**config.mk**
```make
export PLATFORM = sky130hd
export DESIGN_NAME = parallel_io_unit
export DESIGN_NICKNAME = d
export VERILOG_FILES = /design/src/include/pio_pkg.sv /design/src/rtl/parallel_io_unit.sv /design/src/rtl/byte_fifo.sv /design/src/rtl/port_command.sv
export SDC_FILE = /design/constraint.sdc
export NUM_CORES = 1
export LEC_CHECK = 0
export BUFFER_PORTS_ARGS = -buffer_cell sky130_fd_sc_hd__buf_2
export CORE_MARGIN = 1.5
export CORE_UTILIZATION = 35
export CTS_CLUSTER_DIAMETER = 50
export DETAILED_ROUTE_END_ITERATION = 16
export GPL_TIMING_DRIVEN = 0
export MAX_ROUTING_LAYER = met4
export PLACE_DENSITY_LB_ADDON = 0.25
export SYNTH_ARGS = -nofsm -noshare
export SYNTH_HDL_FRONTEND = slang
export SYNTH_SLANG_ARGS = --single-unit
```
**constraint.sdc**
```tcl
create_clock -name ref_clk -period 3.35 [get_ports ref_clk]
set_input_delay 0.67 -clock ref_clk [delete_from_list [all_inputs] [get_ports ref_clk]]
set_output_delay 0.67 -clock ref_clk [all_outputs]
set_load 0.02 [all_outputs]
```
**src/include/pio_pkg.sv**
```systemverilog
// shared constants and types for the dual parallel port
package pio_pkg;
  // register decode addresses
  localparam logic [7:0] ADDR_A_DATA = 8'h40;
  localparam logic [7:0] ADDR_A_CMD = 8'h41;
  localparam logic [7:0] ADDR_B_DATA = 8'h42;
  localparam logic [7:0] ADDR_B_CMD = 8'h43;
  // operating modes, as held in the top two bits of the mode word
  localparam logic [1:0] MODE_OUT = 2'h0;
  localparam logic [1:0] MODE_IN = 2'h1;
  localparam logic [1:0] MODE_BIDIR = 2'h2;
  localparam logic [1:0] MODE_BIT = 2'h3;
  localparam int MODE_HI = 7;
  localparam int MODE_LO = 6;
  // command byte recognition by low-order pattern
  localparam logic [3:0] PAT_MODE = 4'hf;
  localparam logic [3:0] PAT_INTCTL = 4'h7;
  localparam logic [3:0] PAT_INTDIS = 4'h3;
  localparam logic [1:0] PAT_INTDIS_LO = 2'h3;
  // interrupt control word fields
  localparam int BIT_IE = 7;
  localparam int BIT_AND = 6;
  localparam int BIT_HIGH = 5;
  localparam int BIT_MASK_FOLLOWS = 4;
  localparam int BIT_VEC_FLAG = 0;
  // reset values
  localparam logic [1:0] MODE_RESET = 2'h1;
  localparam logic [7:0] DIR_RESET = 8'hff;
  localparam logic [7:0] MASK_RESET = 8'hff;
  localparam logic [7:0] VEC_A_RESET = 8'h12;
  localparam logic [7:0] VEC_B_RESET = 8'h14;
  localparam logic [7:0] BYTE_ZERO = 8'h00;
  localparam logic [7:0] BYTE_ONES = 8'hff;
  // fifo geometry
  localparam int FIFO_WIDTH = 8;
  localparam int FIFO_DEPTH = 8;
  // what the command register expects next
  typedef enum logic [1:0] {EXP_CMD, EXP_DIR, EXP_MASK} expect_t;
endpackage

```
**src/rtl/parallel_io_unit.sv**
```systemverilog
// dual 8-bit parallel port with ready/strobe handshake
// Functional notes
// - two 8-bit ports, each with ready and strobe
// - four modes, bidirectional only on port A
// - output byte moves from fifo to lines and raises ready on the same clock edge
// - strobe pulse clears ready, requests interrupt
// - input strobe latches byte, drops ready, interrupts
// - ready returns after processor reads latched byte
// - port A bidirectional uses all four handshake lines
// - bit mode direction set per line by mask
// - bit mode inputs interrupt on chosen edge
// - bit interrupt from unmasked input lines, AND or OR
// - requests come from edges, not held levels
// - direction byte follows mode word in bit mode
// - each port holds a programmable vector byte
// - disable word sets enable from bit 7, keeps other settings
// - registers decode at 40h to 43h
`timescale 1ns/100ps
`default_nettype none
module parallel_io_unit import pio_pkg::*; #(
  parameter int FIFO_WORDS = FIFO_DEPTH
) (
  // clock and reset
  input wire logic ref_clk,
  input wire logic rstn,
  // processor i/o bus
  input wire logic [7:0] io_addr,
  input wire logic io_wr,
  input wire logic io_rd,
  input wire logic [7:0] io_wdata,
  output logic [7:0] io_rdata,
  output logic io_wait,
  // port a lines
  input wire logic [7:0] port_a_lines_in,
  output logic [7:0] port_a_lines_out,
  output logic [7:0] port_a_lines_oe,
  // port b lines
  input wire logic [7:0] port_b_lines_in,
  output logic [7:0] port_b_lines_out,
  output logic [7:0] port_b_lines_oe,
  // handshake lines
  output logic port_a_ready,
  input wire logic port_a_strobe_n,
  output logic port_b_ready,
  input wire logic port_b_strobe_n,
  // interrupt requests and vectors
  output logic port_a_int_req,
  output logic port_b_int_req,
  output logic [7:0] port_a_vector,
  output logic [7:0] port_b_vector
);
  localparam int NPORT = 2;

  // the fifo sizing must be servable by the fifo module
  initial begin
    if (FIFO_WORDS < 2 || (1 << $clog2(FIFO_WORDS)) != FIFO_WORDS) begin
      $error("parallel_io_unit: fifo depth must be a power of two");
    end
  end

  // register address match, used for data and command of each port
  function automatic logic addr_hit(input logic [7:0] addr, input logic [7:0] target);
    addr_hit = (addr == target);
  endfunction

  // per-port views of the pins
  logic [7:0] lines_in [0:NPORT-1]; // line levels straight from the pins
  logic strobe_n [0:NPORT-1]; // strobe pins, active low
  logic [7:0] out_q [0:NPORT-1]; // output holding register
  logic [7:0] oe_w [0:NPORT-1]; // per-line drive enable
  logic ready_w [0:NPORT-1]; // ready pin values
  logic [7:0] rdval_w [0:NPORT-1]; // data register read value
  logic irq_q [0:NPORT-1]; // one-cycle interrupt request
  logic [7:0] vec_w [0:NPORT-1]; // programmed vectors
  logic stb_q [0:NPORT-1]; // strobe one cycle ago
  logic stb_rise [0:NPORT-1]; // end of a low strobe pulse
  logic data_wr [0:NPORT-1]; // data register write request
  logic data_rd [0:NPORT-1]; // data register read
  logic cmd_wr [0:NPORT-1]; // command register write
  logic wr_ready [0:NPORT-1]; // fifo can take a byte
  logic ordy_q [0:NPORT-1]; // output side ready state
  logic irdy_q [0:NPORT-1]; // input side ready state
  logic a_bidir; // port a has taken port b's handshake

  assign lines_in[0] = port_a_lines_in;
  assign lines_in[1] = port_b_lines_in;
  assign strobe_n[0] = port_a_strobe_n;
  assign strobe_n[1] = port_b_strobe_n;

  // address decode
  wire hit_a_data = addr_hit(io_addr, ADDR_A_DATA);
  wire hit_a_cmd = addr_hit(io_addr, ADDR_A_CMD);
  wire hit_b_data = addr_hit(io_addr, ADDR_B_DATA);
  wire hit_b_cmd = addr_hit(io_addr, ADDR_B_CMD);
  assign data_wr[0] = io_wr & hit_a_data;
  assign data_wr[1] = io_wr & hit_b_data;
  assign data_rd[0] = io_rd & hit_a_data;
  assign data_rd[1] = io_rd & hit_b_data;
  assign cmd_wr[0] = io_wr & hit_a_cmd;
  assign cmd_wr[1] = io_wr & hit_b_cmd;

  // a data write into a full fifo stalls the processor bus cycle
  assign io_wait = (data_wr[0] & ~wr_ready[0]) | (data_wr[1] & ~wr_ready[1]);

  // read mux; command registers are write-only and read as zero
  wire [7:0] rd_sel = hit_a_data ? rdval_w[0] : hit_b_data ? rdval_w[1] : BYTE_ZERO;

  // registered read data, valid the cycle after the read
  logic [7:0] rdata_q;
  always_ff @(posedge ref_clk) begin
    if (!rstn) begin
      rdata_q <= BYTE_ZERO;
    end else if (io_rd) begin
      rdata_q <= rd_sel;
    end
  end
  assign io_rdata = rdata_q;

  // one block of logic per port
  for (genvar i = 0; i < NPORT; i++) begin : g_port
    logic [1:0] mode; // current operating mode
    logic mode_wr; // mode word just taken
    logic [7:0] dir; // 1 = input line in bit mode
    logic ie; // port interrupt enable
    logic use_and; // all selected lines must be active
    logic use_high; // rising edge is the active edge
    logic [7:0] mask; // 1 = line ignored for interrupts
    logic f_valid; // fifo holds a byte to send
    logic [7:0] f_data; // oldest byte in fifo
    logic [7:0] in_q; // latched input byte
    logic match_q; // bit-mode condition last cycle

    // command sequencer
    port_command #(
      .ALLOW_BIDIR(i == 0),
      .VEC_RESET((i == 0) ? VEC_A_RESET : VEC_B_RESET)
    ) u_cmd (
      .ref_clk(ref_clk),
      .rstn(rstn),
      .wr(cmd_wr[i]),
      .wdata(io_wdata),
      .mode_q(mode),
      .mode_wr(mode_wr),
      .dir_q(dir),
      .vector_q(vec_w[i]),
      .ie_q(ie),
      .and_q(use_and),
      .high_q(use_high),
      .mask_q(mask)
    );

    // mode decode
    wire m_out = (mode == MODE_OUT);
    wire m_in = (mode == MODE_IN);
    wire m_bi = (mode == MODE_BIDIR);
    wire m_bit = (mode == MODE_BIT);

    // port b loses its handshake while port a is bidirectional
    wire taken = (i == 1) && a_bidir;

    // strobe events are edges, so a held strobe acts once
    assign stb_rise[i] = strobe_n[i] & ~stb_q[i];

    // acknowledge of an output byte on this port's own strobe
    wire out_ack = (m_out | m_bi) & stb_rise[i] & ordy_q[i] & ~taken;

    // input latch strobe: own strobe, or port b's in bidirectional
    wire in_rise = (m_in & stb_rise[i] & ~taken) | ((i == 0) && m_bi && stb_rise[1]);

    // move the next byte out once the peripheral has taken the last
    wire pop = f_valid & (m_bit | m_in | ~ordy_q[i]);

    // processor read of the latched byte frees the input side
    wire read_ack = data_rd[i] & (m_in | m_bi);

    // bit-mode condition over selected input lines
    wire [7:0] active = use_high ? lines_in[i] : ~lines_in[i];
    wire [7:0] sel = dir & ~mask;
    wire all_hit = (&(active | ~sel)) & (|sel);
    wire any_hit = |(active & sel);
    wire match = m_bit & (use_and ? all_hit : any_hit);
    // chosen edge of the condition requests once
    wire bit_event = match & ~match_q;

    wire irq_d = ie & (out_ack | in_rise | bit_event);

    // writes queue in the fifo ahead of the output register
    byte_fifo #(
      .WIDTH(FIFO_WIDTH),
      .DEPTH(FIFO_WORDS)
    ) u_fifo (
      .ref_clk(ref_clk),
      .rstn(rstn),
      .in_valid(data_wr[i]),
      .in_ready(wr_ready[i]),
      .in_data(io_wdata),
      .out_valid(f_valid),
      .out_ready(pop),
      .out_data(f_data)
    );

    // strobe history and bit-mode condition history
    always_ff @(posedge ref_clk) begin
      if (!rstn) begin
        stb_q[i] <= 1'b1;
        match_q <= 1'b0;
      end else begin
        stb_q[i] <= strobe_n[i];
        match_q <= match;
      end
    end

    // output register and output-side ready
    always_ff @(posedge ref_clk) begin
      if (!rstn) begin
        out_q[i] <= BYTE_ZERO;
        ordy_q[i] <= 1'b0;
      end else begin
        if (pop) begin
          out_q[i] <= f_data;
        end
        if (mode_wr) begin
          ordy_q[i] <= 1'b0;
        end else if (out_ack) begin
          ordy_q[i] <= 1'b0;
        end else if (pop & (m_out | m_bi)) begin
          ordy_q[i] <= 1'b1;
        end
      end
    end

    // input latch and input-side ready; a new strobe beats a read
    always_ff @(posedge ref_clk) begin
      if (!rstn) begin
        in_q <= BYTE_ZERO;
        irdy_q[i] <= 1'b1;
      end else begin
        if (in_rise) begin
          in_q <= lines_in[i];
        end
        if (mode_wr) begin
          irdy_q[i] <= 1'b1;
        end else if (in_rise) begin
          irdy_q[i] <= 1'b0;
        end else if (read_ack) begin
          irdy_q[i] <= 1'b1;
        end
      end
    end

    // interrupt request pulse, gated by the port enable
    always_ff @(posedge ref_clk) begin
      if (!rstn) begin
        irq_q[i] <= 1'b0;
      end else begin
        irq_q[i] <= irq_d;
      end
    end

    // line drive: all in output mode, during strobe in bidirectional,
    // per direction mask in bit mode
    assign oe_w[i] = m_out ? BYTE_ONES :
                     m_bi ? {8{~strobe_n[i]}} :
                     m_bit ? ~dir : BYTE_ZERO;

    // own ready pin value; bit mode holds ready low
    assign ready_w[i] = m_in ? irdy_q[i] : (m_out | m_bi) ? ordy_q[i] : 1'b0;

    // data register read value per mode
    assign rdval_w[i] = m_bit ? ((lines_in[i] & dir) | (out_q[i] & ~dir)) :
                        (m_in | m_bi) ? in_q : out_q[i];
  end

  // port a bidirectional steers port b's ready pin
  assign a_bidir = (g_port[0].mode == MODE_BIDIR);

  // pin outputs
  assign port_a_lines_out = out_q[0];
  assign port_b_lines_out = out_q[1];
  assign port_a_lines_oe = oe_w[0];
  assign port_b_lines_oe = oe_w[1];
  assign port_a_ready = ready_w[0];
  assign port_b_ready = a_bidir ? irdy_q[0] : ready_w[1];

  // interrupt outputs
  assign port_a_int_req = irq_q[0];
  assign port_b_int_req = irq_q[1];
  assign port_a_vector = vec_w[0];
  assign port_b_vector = vec_w[1];
endmodule
`default_nettype wire

```
**src/rtl/byte_fifo.sv**
```systemverilog
// small synchronous fifo with valid/ready on both sides
`timescale 1ns/100ps
`default_nettype none
module byte_fifo import pio_pkg::*; #(
  parameter int WIDTH = FIFO_WIDTH,
  parameter int DEPTH = FIFO_DEPTH
) (
  // clock and reset
  input wire logic ref_clk,
  input wire logic rstn,
  // fill side
  input wire logic in_valid,
  output logic in_ready,
  input wire logic [WIDTH-1:0] in_data,
  // drain side
  output logic out_valid,
  input wire logic out_ready,
  output logic [WIDTH-1:0] out_data
);
  localparam int AW = $clog2(DEPTH);
  // pointer wrap relies on a power-of-two depth
  initial begin
    if (DEPTH < 2 || (1 << AW) != DEPTH || WIDTH < 1) begin
      $error("byte_fifo: depth must be a power of two, at least 2");
    end
  end
  logic [WIDTH-1:0] mem [0:DEPTH-1]; // storage words
  logic [AW-1:0] wptr_q; // next write slot
  logic [AW-1:0] rptr_q; // next read slot
  logic [AW:0] count_q; // words held
  wire push = in_valid & in_ready;
  wire pop = out_valid & out_ready;
  assign in_ready = (count_q != DEPTH[AW:0]);
  assign out_valid = (count_q != '0);
  assign out_data = mem[rptr_q];
  // storage has no reset, only pointers and fill count need one
  always_ff @(posedge ref_clk) begin
    if (push) begin
      mem[wptr_q] <= in_data;
    end
  end
  // pointers and fill count
  always_ff @(posedge ref_clk) begin
    if (!rstn) begin
      wptr_q <= '0;
      rptr_q <= '0;
      count_q <= '0;
    end else begin
      wptr_q <= push ? wptr_q + 1'b1 : wptr_q;
      rptr_q <= pop ? rptr_q + 1'b1 : rptr_q;
      count_q <= count_q + {{AW{1'b0}}, push} - {{AW{1'b0}}, pop};
    end
  end
endmodule
`default_nettype wire

```
**src/rtl/port_command.sv**
```systemverilog
// command register sequencer for one port
`timescale 1ns/100ps
`default_nettype none
module port_command import pio_pkg::*; #(
  parameter bit ALLOW_BIDIR = 1'b1,
  parameter logic [7:0] VEC_RESET = VEC_A_RESET
) (
  // clock and reset
  input wire logic ref_clk,
  input wire logic rstn,
  // command byte write
  input wire logic wr,
  input wire logic [7:0] wdata,
  // configuration held
  output logic [1:0] mode_q,
  output logic mode_wr,
  output logic [7:0] dir_q,
  output logic [7:0] vector_q,
  output logic ie_q,
  output logic and_q,
  output logic high_q,
  output logic [7:0] mask_q
);
  expect_t exp_q; // which byte comes next
  wire [1:0] new_mode = wdata[MODE_HI:MODE_LO];
  wire is_seq = wr & (exp_q == EXP_CMD);
  wire is_mode = is_seq & (wdata[3:0] == PAT_MODE);
  wire is_vec = is_seq & ~wdata[BIT_VEC_FLAG];
  wire is_ictl = is_seq & (wdata[3:0] == PAT_INTCTL);
  wire is_idis = is_seq & (wdata[3:0] == PAT_INTDIS);
  // a bidirectional request on a port without it keeps the old mode
  wire mode_ok = ALLOW_BIDIR || (new_mode != MODE_BIDIR);
  assign mode_wr = is_mode & mode_ok;
  // sequencer and configuration fields
  always_ff @(posedge ref_clk) begin
    if (!rstn) begin
      exp_q <= EXP_CMD;
      mode_q <= MODE_RESET;
      dir_q <= DIR_RESET;
      vector_q <= VEC_RESET;
      ie_q <= 1'b0;
      and_q <= 1'b0;
      high_q <= 1'b0;
      mask_q <= MASK_RESET;
    end else begin
      case (exp_q)
        EXP_DIR: if (wr) begin
          dir_q <= wdata;
          exp_q <= EXP_CMD;
        end
        EXP_MASK: if (wr) begin
          mask_q <= wdata;
          exp_q <= EXP_CMD;
        end
        default: begin
          if (mode_wr) begin
            mode_q <= new_mode;
            // direction byte only after bit mode
            exp_q <= (new_mode == MODE_BIT) ? EXP_DIR : EXP_CMD;
          end
          if (is_vec) begin
            vector_q <= wdata;
          end
          if (is_ictl) begin
            ie_q <= wdata[BIT_IE];
            and_q <= wdata[BIT_AND];
            high_q <= wdata[BIT_HIGH];
            exp_q <= wdata[BIT_MASK_FOLLOWS] ? EXP_MASK : EXP_CMD;
          end
          if (is_idis) begin
            ie_q <= wdata[BIT_IE]; // only the enable changes
          end
        end
      endcase
    end
  end
endmodule
`default_nettype wire

```
-- Word-level counts from Yosys, hierarchy flattened
Memory sizes are Yosys's and may differ from the RTL's. A register that Yosys moved wholly into a read port is not among the register bits.
Index checks and enable logic that the tools add are counted.
- add/subtract/negate cells: 8
- multiply operators: 0
- div/mod/pow operators: 0
- magnitude comparators: 0
- equal/unequal tests: 23
- shift-type cells: 0
- muxes and demuxes: 111
- bitwise gates (word level): 113
- reductions and logical operators: 33
- operators by type and width (cell ; count):
    $mux W8 ; 16
    $mux W1 ; 82
    $and A8 B8 Y8 ; 8
    $not A8 Y8 ; 8
    $and A1 B1 Y1 ; 47
    $eq A8 B7 Y1 const B ; 4
    $or A1 B1 Y1 ; 32
    $or A8 B8 Y8 ; 4
    $reduce_or A8 Y1 ; 4
    $reduce_and A2 Y1 ; 14
    $mux W2 ; 9
    $reduce_and A8 Y1 ; 2
    $eq A2 B2 Y1 const B ; 7
    $not A1 Y1 ; 14
    $add A3 B1 Y3 const B ; 4
    $mux W3 ; 4
    $add A4 B1 Y4 ; 2
    $eq A2 B1 Y1 const B ; 4
    $logic_not A2 Y1 ; 4
    $ne A4 B4 Y1 const B ; 2
    $reduce_bool A4 Y1 ; 2
    $sub A4 B1 Y4 ; 2
    $reduce_bool A3 Y1 ; 2
    $eq A4 B2 Y1 const B ; 1
    7 further kinds ; 10
- register bits after elaboration: 108
- latch bits: 0
- memory bits (writable): 152
- memory bits (read-only): 0
- output and inout port bits: 61
- memories: 7
- memory list (memory ; depth ; width ; rd ports ; clocked after Yosys merged registers in ; wr ports ; line ; RTL):
    g_port[0].u_fifo.mem ; 8 ; 8 ; 1 ; 1 ; 1 ; byte_fifo.sv:27 ; logic [WIDTH-1:0] mem [0:DEPTH-1];
    g_port[1].u_fifo.mem ; 8 ; 8 ; 1 ; 1 ; 1 ; byte_fifo.sv:27 ;
    out_q ; 2 ; 8 ; 2 ; 0 ; 2 ; parallel_io_unit.sv:69 ; logic [7:0] out_q [0:NPORT-1];
    irdy_q ; 2 ; 1 ; 2 ; 0 ; 2 ; parallel_io_unit.sv:82 ; logic irdy_q [0:NPORT-1];
    irq_q ; 2 ; 1 ; 2 ; 0 ; 2 ; parallel_io_unit.sv:73 ; logic irq_q [0:NPORT-1];
    ordy_q ; 2 ; 1 ; 2 ; 0 ; 2 ; parallel_io_unit.sv:81 ; logic ordy_q [0:NPORT-1];
    1 more memories ; -- ; -- ; -- ; -- ; -- ; -- ;

-- Depth between registers and ports, before layout
Gate-level depths: netlist of run 1.
- depth after elaboration: 12
- depth in mapped cells: 11
- depth with buffers taken out: 11

-- Hierarchy
From an unflattened synthesis of run 1, not the netlist that was laid out.
- cell total of the unflattened synthesis: 1031
- area, all modules: 12305.6 µm²
- by module, submodules not included (module ; instances ; cells an instance ; area an instance (µm²) ; seq. area each (µm²)):
    parallel_io_unit ; 1 ; 393 ; 3352.0 ; 1191.1
    byte_fifo at g_port[1].u_fifo ; 1 ; 171 ; 3180.6 ; 2182.1
    byte_fifo at g_port[0].u_fifo ; 1 ; 171 ; 3176.8 ; 2182.1
    port_command at g_port[1].u_cmd ; 1 ; 152 ; 1353.8 ; 620.6
    port_command at g_port[0].u_cmd ; 1 ; 144 ; 1242.4 ; 620.6

-- Least setup slack after synthesis of run 1
OpenSTA, ideal clock, no wires.
- path type: input -> output
- start: in io_addr[5]
- end: out io_wait
- data arrival time: 2491 ps
- data required time: 2680 ps
- setup slack: 189 ps
- cell stages on the path: 6
- path buffers: 2
- cells stage by stage: or4_1 buf_2 nor4_1 clkbuf_1 nand3_1 a21boi_0
- cells in the longest elaborated chain, start to end: 4
- ends and longest elaborated chain (what ; line ; RTL):
    start, declared ; parallel_io_unit.sv:27 ; input wire logic [7:0] io_addr,
    $eq A8 B7 Y1 ; parallel_io_unit.sv:63 ; addr_hit = (addr == target);
    $and A1 B1 Y1, on equally long branches ; parallel_io_unit.sv:95, parallel_io_unit.sv:96 ;
    $and A1 B1 Y1 ; parallel_io_unit.sv:103 ; assign io_wait = (data_wr[0] & ~wr_ready[0]) | (data_wr[1] & ~wr_ready[1]);
    $or A1 B1 Y1 (*) ; parallel_io_unit.sv:103 ;
    end, declared ; parallel_io_unit.sv:32 ; output logic io_wait,
Mark *: on every way between the ends. The rest lies on a longest branch, timed or not.

-- Final worst setup path of run 1
Ends and elaborated chain as after synthesis.

==> run_results.csv, run 1 <==
group,metric,value,unit
outcome,status,"finished, final reports clean",
floorplanning,die_height,186.3,um
timing,setup_viol,0,
logic_synthesis,yosys_warnings,0,
logic_synthesis,syn-cell-area,11760,um2
timing,fin_crit,3223,ps
clocking,clkSinkCount,266,
route,wl_per_cell,19.73,um
logic_synthesis,synth.distinct_cells,55,
timing,slew_headroom,18.77,%
timing,fmax,310.3,MHz
run,maxCapViolations,0,
route,vias,8171,
timing,tightest_slew,1207,ps
floorplanning,start_util,35.87,%
floorplanning,die_w,186.3,um
clocking,root_buffer,"clkbuf_16",
route,ant_nets,0,
clocking,clockBufferDepth,3,
global_routing,antenna_found_initial,1,
logic_synthesis,synth_top_area_share,37.54,%
logic_synthesis,yosys-top-cells-area,"edfxtp_1, dfxtp_1, mux4_2",
route,initialDrtViolationCount,652,
cells_and_area,final_area,13950,um2
global_routing,grt_first_pass_wirelength,48230,um
timing,hold_slack,419.2,ps
placement,dp_hpwl,22830,um
route,avgViaCountPerCell,5.081,
cells_and_area,area_delta_synth_final,18.66,%
route,drt-pass1-iter-count,5,
clocking,clock_latency,500,ps
clocking,numCtsBuffers,34,
cells_and_area,multi_input_area,4647,um2
critical_path,crit_required,2680,ps
logic_synthesis,yosys-top-cells-count,"edfxtp_1, dfxtp_1, nand2_1",
placement,finalWeightedCongestion,0.8758,
cells_and_area,nNetsFinal,1209,
floorplanning,io_pins,99,
logic_synthesis,synth_nets,1077,
timing,report.final.hold_viol_count,0,
logic_synthesis,synth_flop_cell,"edfxtp_1",
power_and_ir_drop,p_leak,5.238,nW
cells_and_area,fill_cells,3148,
timing,fin_worst_skew,11.48,ps
logic_synthesis,async_flop_share,0,%
route,wl,31720,um
hold_path,hp-class,"input pin to flip-flop",
clocking,htreeDepth,2,
timing,slew_violations,0,
critical_path,path_max_fanout,10,
cells_and_area,drive_gt1_share,16.82,%
critical_path,cp-start-kind,"input pin",
critical_path,cp-end-kind,"primary output",
cells_and_area,register_area,6797,um2
hold_path,hold_depth,3,
floorplanning,die_area,34710,um2
logic_synthesis,synth_top_area_cell,"edfxtp_1",
logic_synthesis,yosysMostFrequentCell,"edfxtp_1",
floorplanning,rows,66,
logic_synthesis,ys_seq_elements,266,
logic_synthesis,ys_seq_area_share,57.80,%
timing,rsz0062_at_grt,"no",
placement,portBuffers,97,
floorplanning,core,32780,um2
timing,fin_crit_sh,96.20,%
clocking,clkTransAtPathRegs,50,ps
placement,placed_area,12800,um2
logic_synthesis,avgSynthCellArea,11.68,um2
power_and_ir_drop,peakVddDrop,0.0003078,V
logic_synthesis,synth_edf_count,147,
power_and_ir_drop,p_per_area,640.5,nW/um2
critical_path,critPathKind,"input pin to primary output",
critical_path,crit_arrival,2550,ps
clocking,cts_tree,"built",
power_and_ir_drop,p_total,8.937,mW
logic_synthesis,syn_inst,1007,
critical_path,rr_worst_depth,10,
clocking,cts_setup_buffers,0,
global_routing,overflow,0,
global_routing,gr-usage-all-layers,19.37,%
global_routing,grt_pass1_vias,8058,
placement,pre_cts_ws,-515.1,ps
route,drcViolationCount,0,
global_routing,grt_max_degree,25,
timing,setup_slack,127.3,ps
-- cells by family (layout without fill, tap and decap cells) --
logic type	count (synthesis)	after routing	synth area share, %
AND/OR/NAND/NOR	366	366	15.09
flip-flops	266	266	57.80
AO/OA/AOI/OAI	137	137	7.565
multiplexers	92	92	11.24
buffers and inverters	89	247	2.915
adder cells (fa/ha/maj)	32	32	3.533
XOR/XNOR	25	25	1.862
other	0	1	0
-- cell type report --
| type | count | area share (%) |
|---|---|---|
| inverters | 36 | 0.9684 |
| well taps | 442 | 3.963 |
| clock inverters | 12 | 1.031 |
| plain buffers | 52 | 1.542 |
| clock buffers | 50 | 6.985 |
| multi-input cells | 652 | 33.30 |
| diodes | 1 | 0.01793 |
| flip-flops and latches | 266 | 48.71 |
| repair buffers | 97 | 3.479 |
-- layer usage --
metal / global-route usage (%) / part of all wire, %
met5: - / 0
met2: 30.58 / 47
met3: 3.232 / 5.8
met4: 5.710 / 2.3
met1: 25.68 / 44
-- path summary, 6_finish.rpt --
kind,start,endpoint,slack [ps]
setup / recovery,io_addr[5],io_wait,130
hold reg to reg,g_port[0].u_cmd.vector_q[0]$_SDFFE_PN0P_,g_port[0].u_cmd.vector_q[0]$_SDFFE_PN0P_,430
hold / removal,port_a_strobe_n,stb_q[0]$_SDFF_PN1_,420
setup reg to reg,g_port[0].u_cmd.mode_q[0]$_SDFFE_PN1P_,g_port[0].u_fifo.count_q[2]$_SDFF_PN0_,440
-- per-stage QoR --
step	std cells	utilization, %	TNS [ps]
floorplan	1007	-	0
global placement	1546	39.04	-23960
detailed placement	1546	39.04	-29020
CTS	1608	42.49	0
global route	1608	42.56	0
finish	1608	42.56	0
-- cell usage in the layout, fill, tap and decap left out, types with 3 or more instances in the layout --
master / count
inv_1: 36
nor2_1: 88
a21oi_1: 38
a211oi_1: 24
ha_1: 30
nor3b_1: 3
o211ai_1: 5
dfxtp_1: 119
nor4_1: 6
nor3_1: 9
buf_1: 8
a32oi_1: 4
xor2_1: 4
and3_1: 4
nand2b_1: 23
clkbuf_2: 3
xnor2_1: 21
clkbuf_16: 37
a21o_1: 3
buf_2: 98
clkinv_4: 3
nor2b_1: 38
nor3_2: 3
mux4_2: 32
nor4_2: 3
mux2i_1: 60
nand2_1: 112
nand3b_1: 3
nand4_1: 5
edfxtp_1: 147
a221o_1: 3
nand3_1: 51
and2_1: 6
clkbuf_1: 50
a22oi_1: 12
o21ai_0: 29
-- report_power, final --
part | switching, mW | total (mW) | internal (mW)
clock | 1.37 | 3.58 | 2.20
combinational | 0.886 | 1.56 | 0.673
sequential | 0.139 | 3.80 | 3.66
total | 2.40 | 8.94 | 6.54
-- what timing repair did --
| item | CTS | global route |
|---|---|---|
| gates resized for setup | 6 | 9 |
| hold buffers | 0 | 0 |
| pin swaps | 0 | 0 |
| setup endpoints to repair | 1 | 34 |
-- sequential cells by signal, indices dropped and copies added (netlist names), 4 cells and up, named ones only --
| register | count |
|---|---|
| g_port.u_fifo.rptr_q | 6 |
| g_port.u_fifo.wptr_q | 6 |
| g_port.u_fifo.count_q | 8 |
| g_port.u_cmd.vector_q | 16 |
| g_port.u_cmd.exp_q | 4 |
| g_port.u_cmd.mask_q | 16 |
| io_rdata | 8 |
| g_port.in_q | 16 |
| g_port.u_fifo.mem | 128 |
| g_port.u_cmd.dir_q | 16 |
| out_q | 16 |
| g_port.u_cmd.mode_q | 4 |
-- critical path, stage by stage --
cell and delay, ps:
buf_2 90, or4_1 560, buf_2 200, nor4_2 210, clkbuf_4 290, nand3_1 90, a21boi_1 220, buf_2 210
Power figures use the tool's default switching activity.
==> inputs of run 2 (changes only) <==
- CELL_PAD_IN_SITES_DETAIL_PLACEMENT: default -> 1
- CELL_PAD_IN_SITES_GLOBAL_PLACEMENT: default -> 2
- CORE_UTILIZATION: 35 -> 30
==> run_results.csv, run 2 (synthesis gave the netlist of run 1 again) <==
group,metric,value,unit
floorplanning,io_pins,99,
global_routing,antenna_found_initial,0,
placement,pre_cts_ws,-762.2,ps
clocking,cts_tree,"built",
clocking,clkTransAtPathRegs,50,ps
cells_and_area,antenna_cells,0,
timing,report.final.hold_viol_count,0,
cells_and_area,nNetsFinal,1212,
global_routing,grt_pass1_vias,8637,
global_routing,overflow,0,
global_routing,gr-usage-all-layers,18.63,%
critical_path,rr_startpoint,"g_port[0].u_cmd.mode_q[1]$_SDFFE_PN0P_",
floorplanning,start_util,30.43,%
floorplanning,die_w,201.0,um
route,wl_per_cell,21.54,um
power_and_ir_drop,p_per_area,643.6,nW/um2
timing,setup_slack,100.5,ps
cells_and_area,most-common-layout-cells,"edfxtp_1, dfxtp_1, nand2_1, buf_2, nor2_1",
clocking,clock_latency,530,ps
clocking,clockBufferDepth,3,
floorplanning,die_height,201.0,um
timing,fin_worst_skew,30.45,ps
cells_and_area,post-route-util,36.46,%
floorplanning,core,38650,um2
timing,slew_headroom,34.07,%
hold_path,worstHoldStart,"port_a_strobe_n",
placement,dp_hpwl,26030,um
global_routing,grt_first_pass_wirelength,54410,um
route,initialDrtViolationCount,382,
critical_path,crit_required,2680,ps
critical_path,path_max_fanout,10,
placement,placed_area,12890,um2
timing,slew_violations,0,
clocking,numCtsBuffers,36,
critical_path,crit_start,"io_addr[5]",
cells_and_area,drive_gt1_share,17.62,%
cells_and_area,largest_register_ff_count,128,
route,avgViaCountPerCell,4.890,
route,ant_nets,0,
outcome,status,"finished, final reports clean",
critical_path,cp-end-kind,"primary output",
floorplanning,die_area,40390,um2
cells_and_area,final_common_cell,"edfxtp_1",
cells_and_area,final_area,14090,um2
cells_and_area,area_delta_synth_final,19.84,%
route,drcViolationCount,0,
critical_path,critPathKind,"input pin to primary output",
critical_path,cp-start-kind,"input pin",
timing,fmax,307.7,MHz
run,maxCapViolations,0,
clocking,root_buffer,"clkbuf_16",
timing,fin_crit_sh,97.00,%
global_routing,grt_max_degree,25,
timing,setup_viol,0,
route,vias,8250,
placement,portBuffers,97,
route,wl,36340,um
timing,rsz0062_at_grt,"no",
critical_path,crit_arrival,2580,ps
hold_path,hp-class,"input pin to flip-flop",
floorplanning,rows,72,
power_and_ir_drop,p_leak,5.265,nW
clocking,htreeDepth,2,
clocking,clkSinkCount,266,
route,drt-pass1-iter-count,4,
cells_and_area,top_register,"g_port.u_fifo.mem",
timing,fin_crit,3250,ps
timing,tightest_slew,979.9,ps
power_and_ir_drop,peakVddDrop,0.0003575,V
placement,finalWeightedCongestion,0.8515,
[run 2: changes by cell type in the layout (fill, tap and decap cells not counted), moves of 2 or more]
cell / before / now
buf_4: 1 / 3
clkbuf_8: 0 / 3
clkinv_1: 1 / 3
clkinvlp_4: 0 / 2
clkinv_2: 2 / 6
clkbuf_1: 50 / 44
[run 2: metal layers]
layer | track usage, % | vias up | part of all wire [%]
met5 | - | - | 0
met3 | 2.776 | 50 | 2.9
met2 | 31.38 | 112 | 50
met1 | 23.23 | 4166 | 45
met4 | 5.263 | 0 | 2.4
li1 | - | 3922 | -
[run 2: final cells by class]
cell class | count | area [um2]
clock buffers | 47 | 993.5
multi-input cells | 652 | 4664
inverters | 36 | 135.1
plain buffers | 52 | 215.2
clock inverters | 18 | 146.4
repair buffers | 98 | 493.0
well taps | 518 | 648.1
flip-flops and latches | 266 | 6797
fillers | 4257 | 24550
[run 2: final timing paths]
path                                         endpoint  slack, ps  cells after the start
min                               stb_q[0]$_SDFF_PN1_        390                      3
max                                           io_wait        100                      8
min reg2reg  g_port[1].u_cmd.vector_q[0]$_SDFFE_PN0P_        430                      2
max reg2reg    g_port[0].u_fifo.count_q[2]$_SDFF_PN0_        410                     10
[run 2: timing repair]
action / CTS / global route
setup buffers: 0 / 1
pin swaps: 0 / 0
endpoints found under the setup margin: 43 / 10
gates resized for setup: 15 / 4
hold buffers: 0 / 0
[run 2: power by group]
part           switching [mW]  total (mW)  internal, mW
clock network            1.46        3.65          2.18
logic                   0.911        1.58         0.674
registers               0.171        3.84          3.67
[run 2: metrics by stage]
step / total power, mW / setup TNS [ps] / hold slack, ps / cells
after floorplan: 4.948 / 0 / 437.2 / 1007
after global placement: 5.496 / -47970 / 416.6 / 1622
after detailed placement: 5.525 / -51770 / 423.3 / 1622
after CTS: 9.220 / 0 / 377.0 / 1687
after global routing: 9.482 / 0 / 406.8 / 1687
final: 9.069 / 0 / 390.7 / 1687
[run 2: worst max-delay path, cell delays in order]
cell and delay, ps:
buf_2 90, or4_1 610, buf_2 220, nor4_4 210
buf_4 250, nand3_1 130, a21boi_2 200, buf_2 200
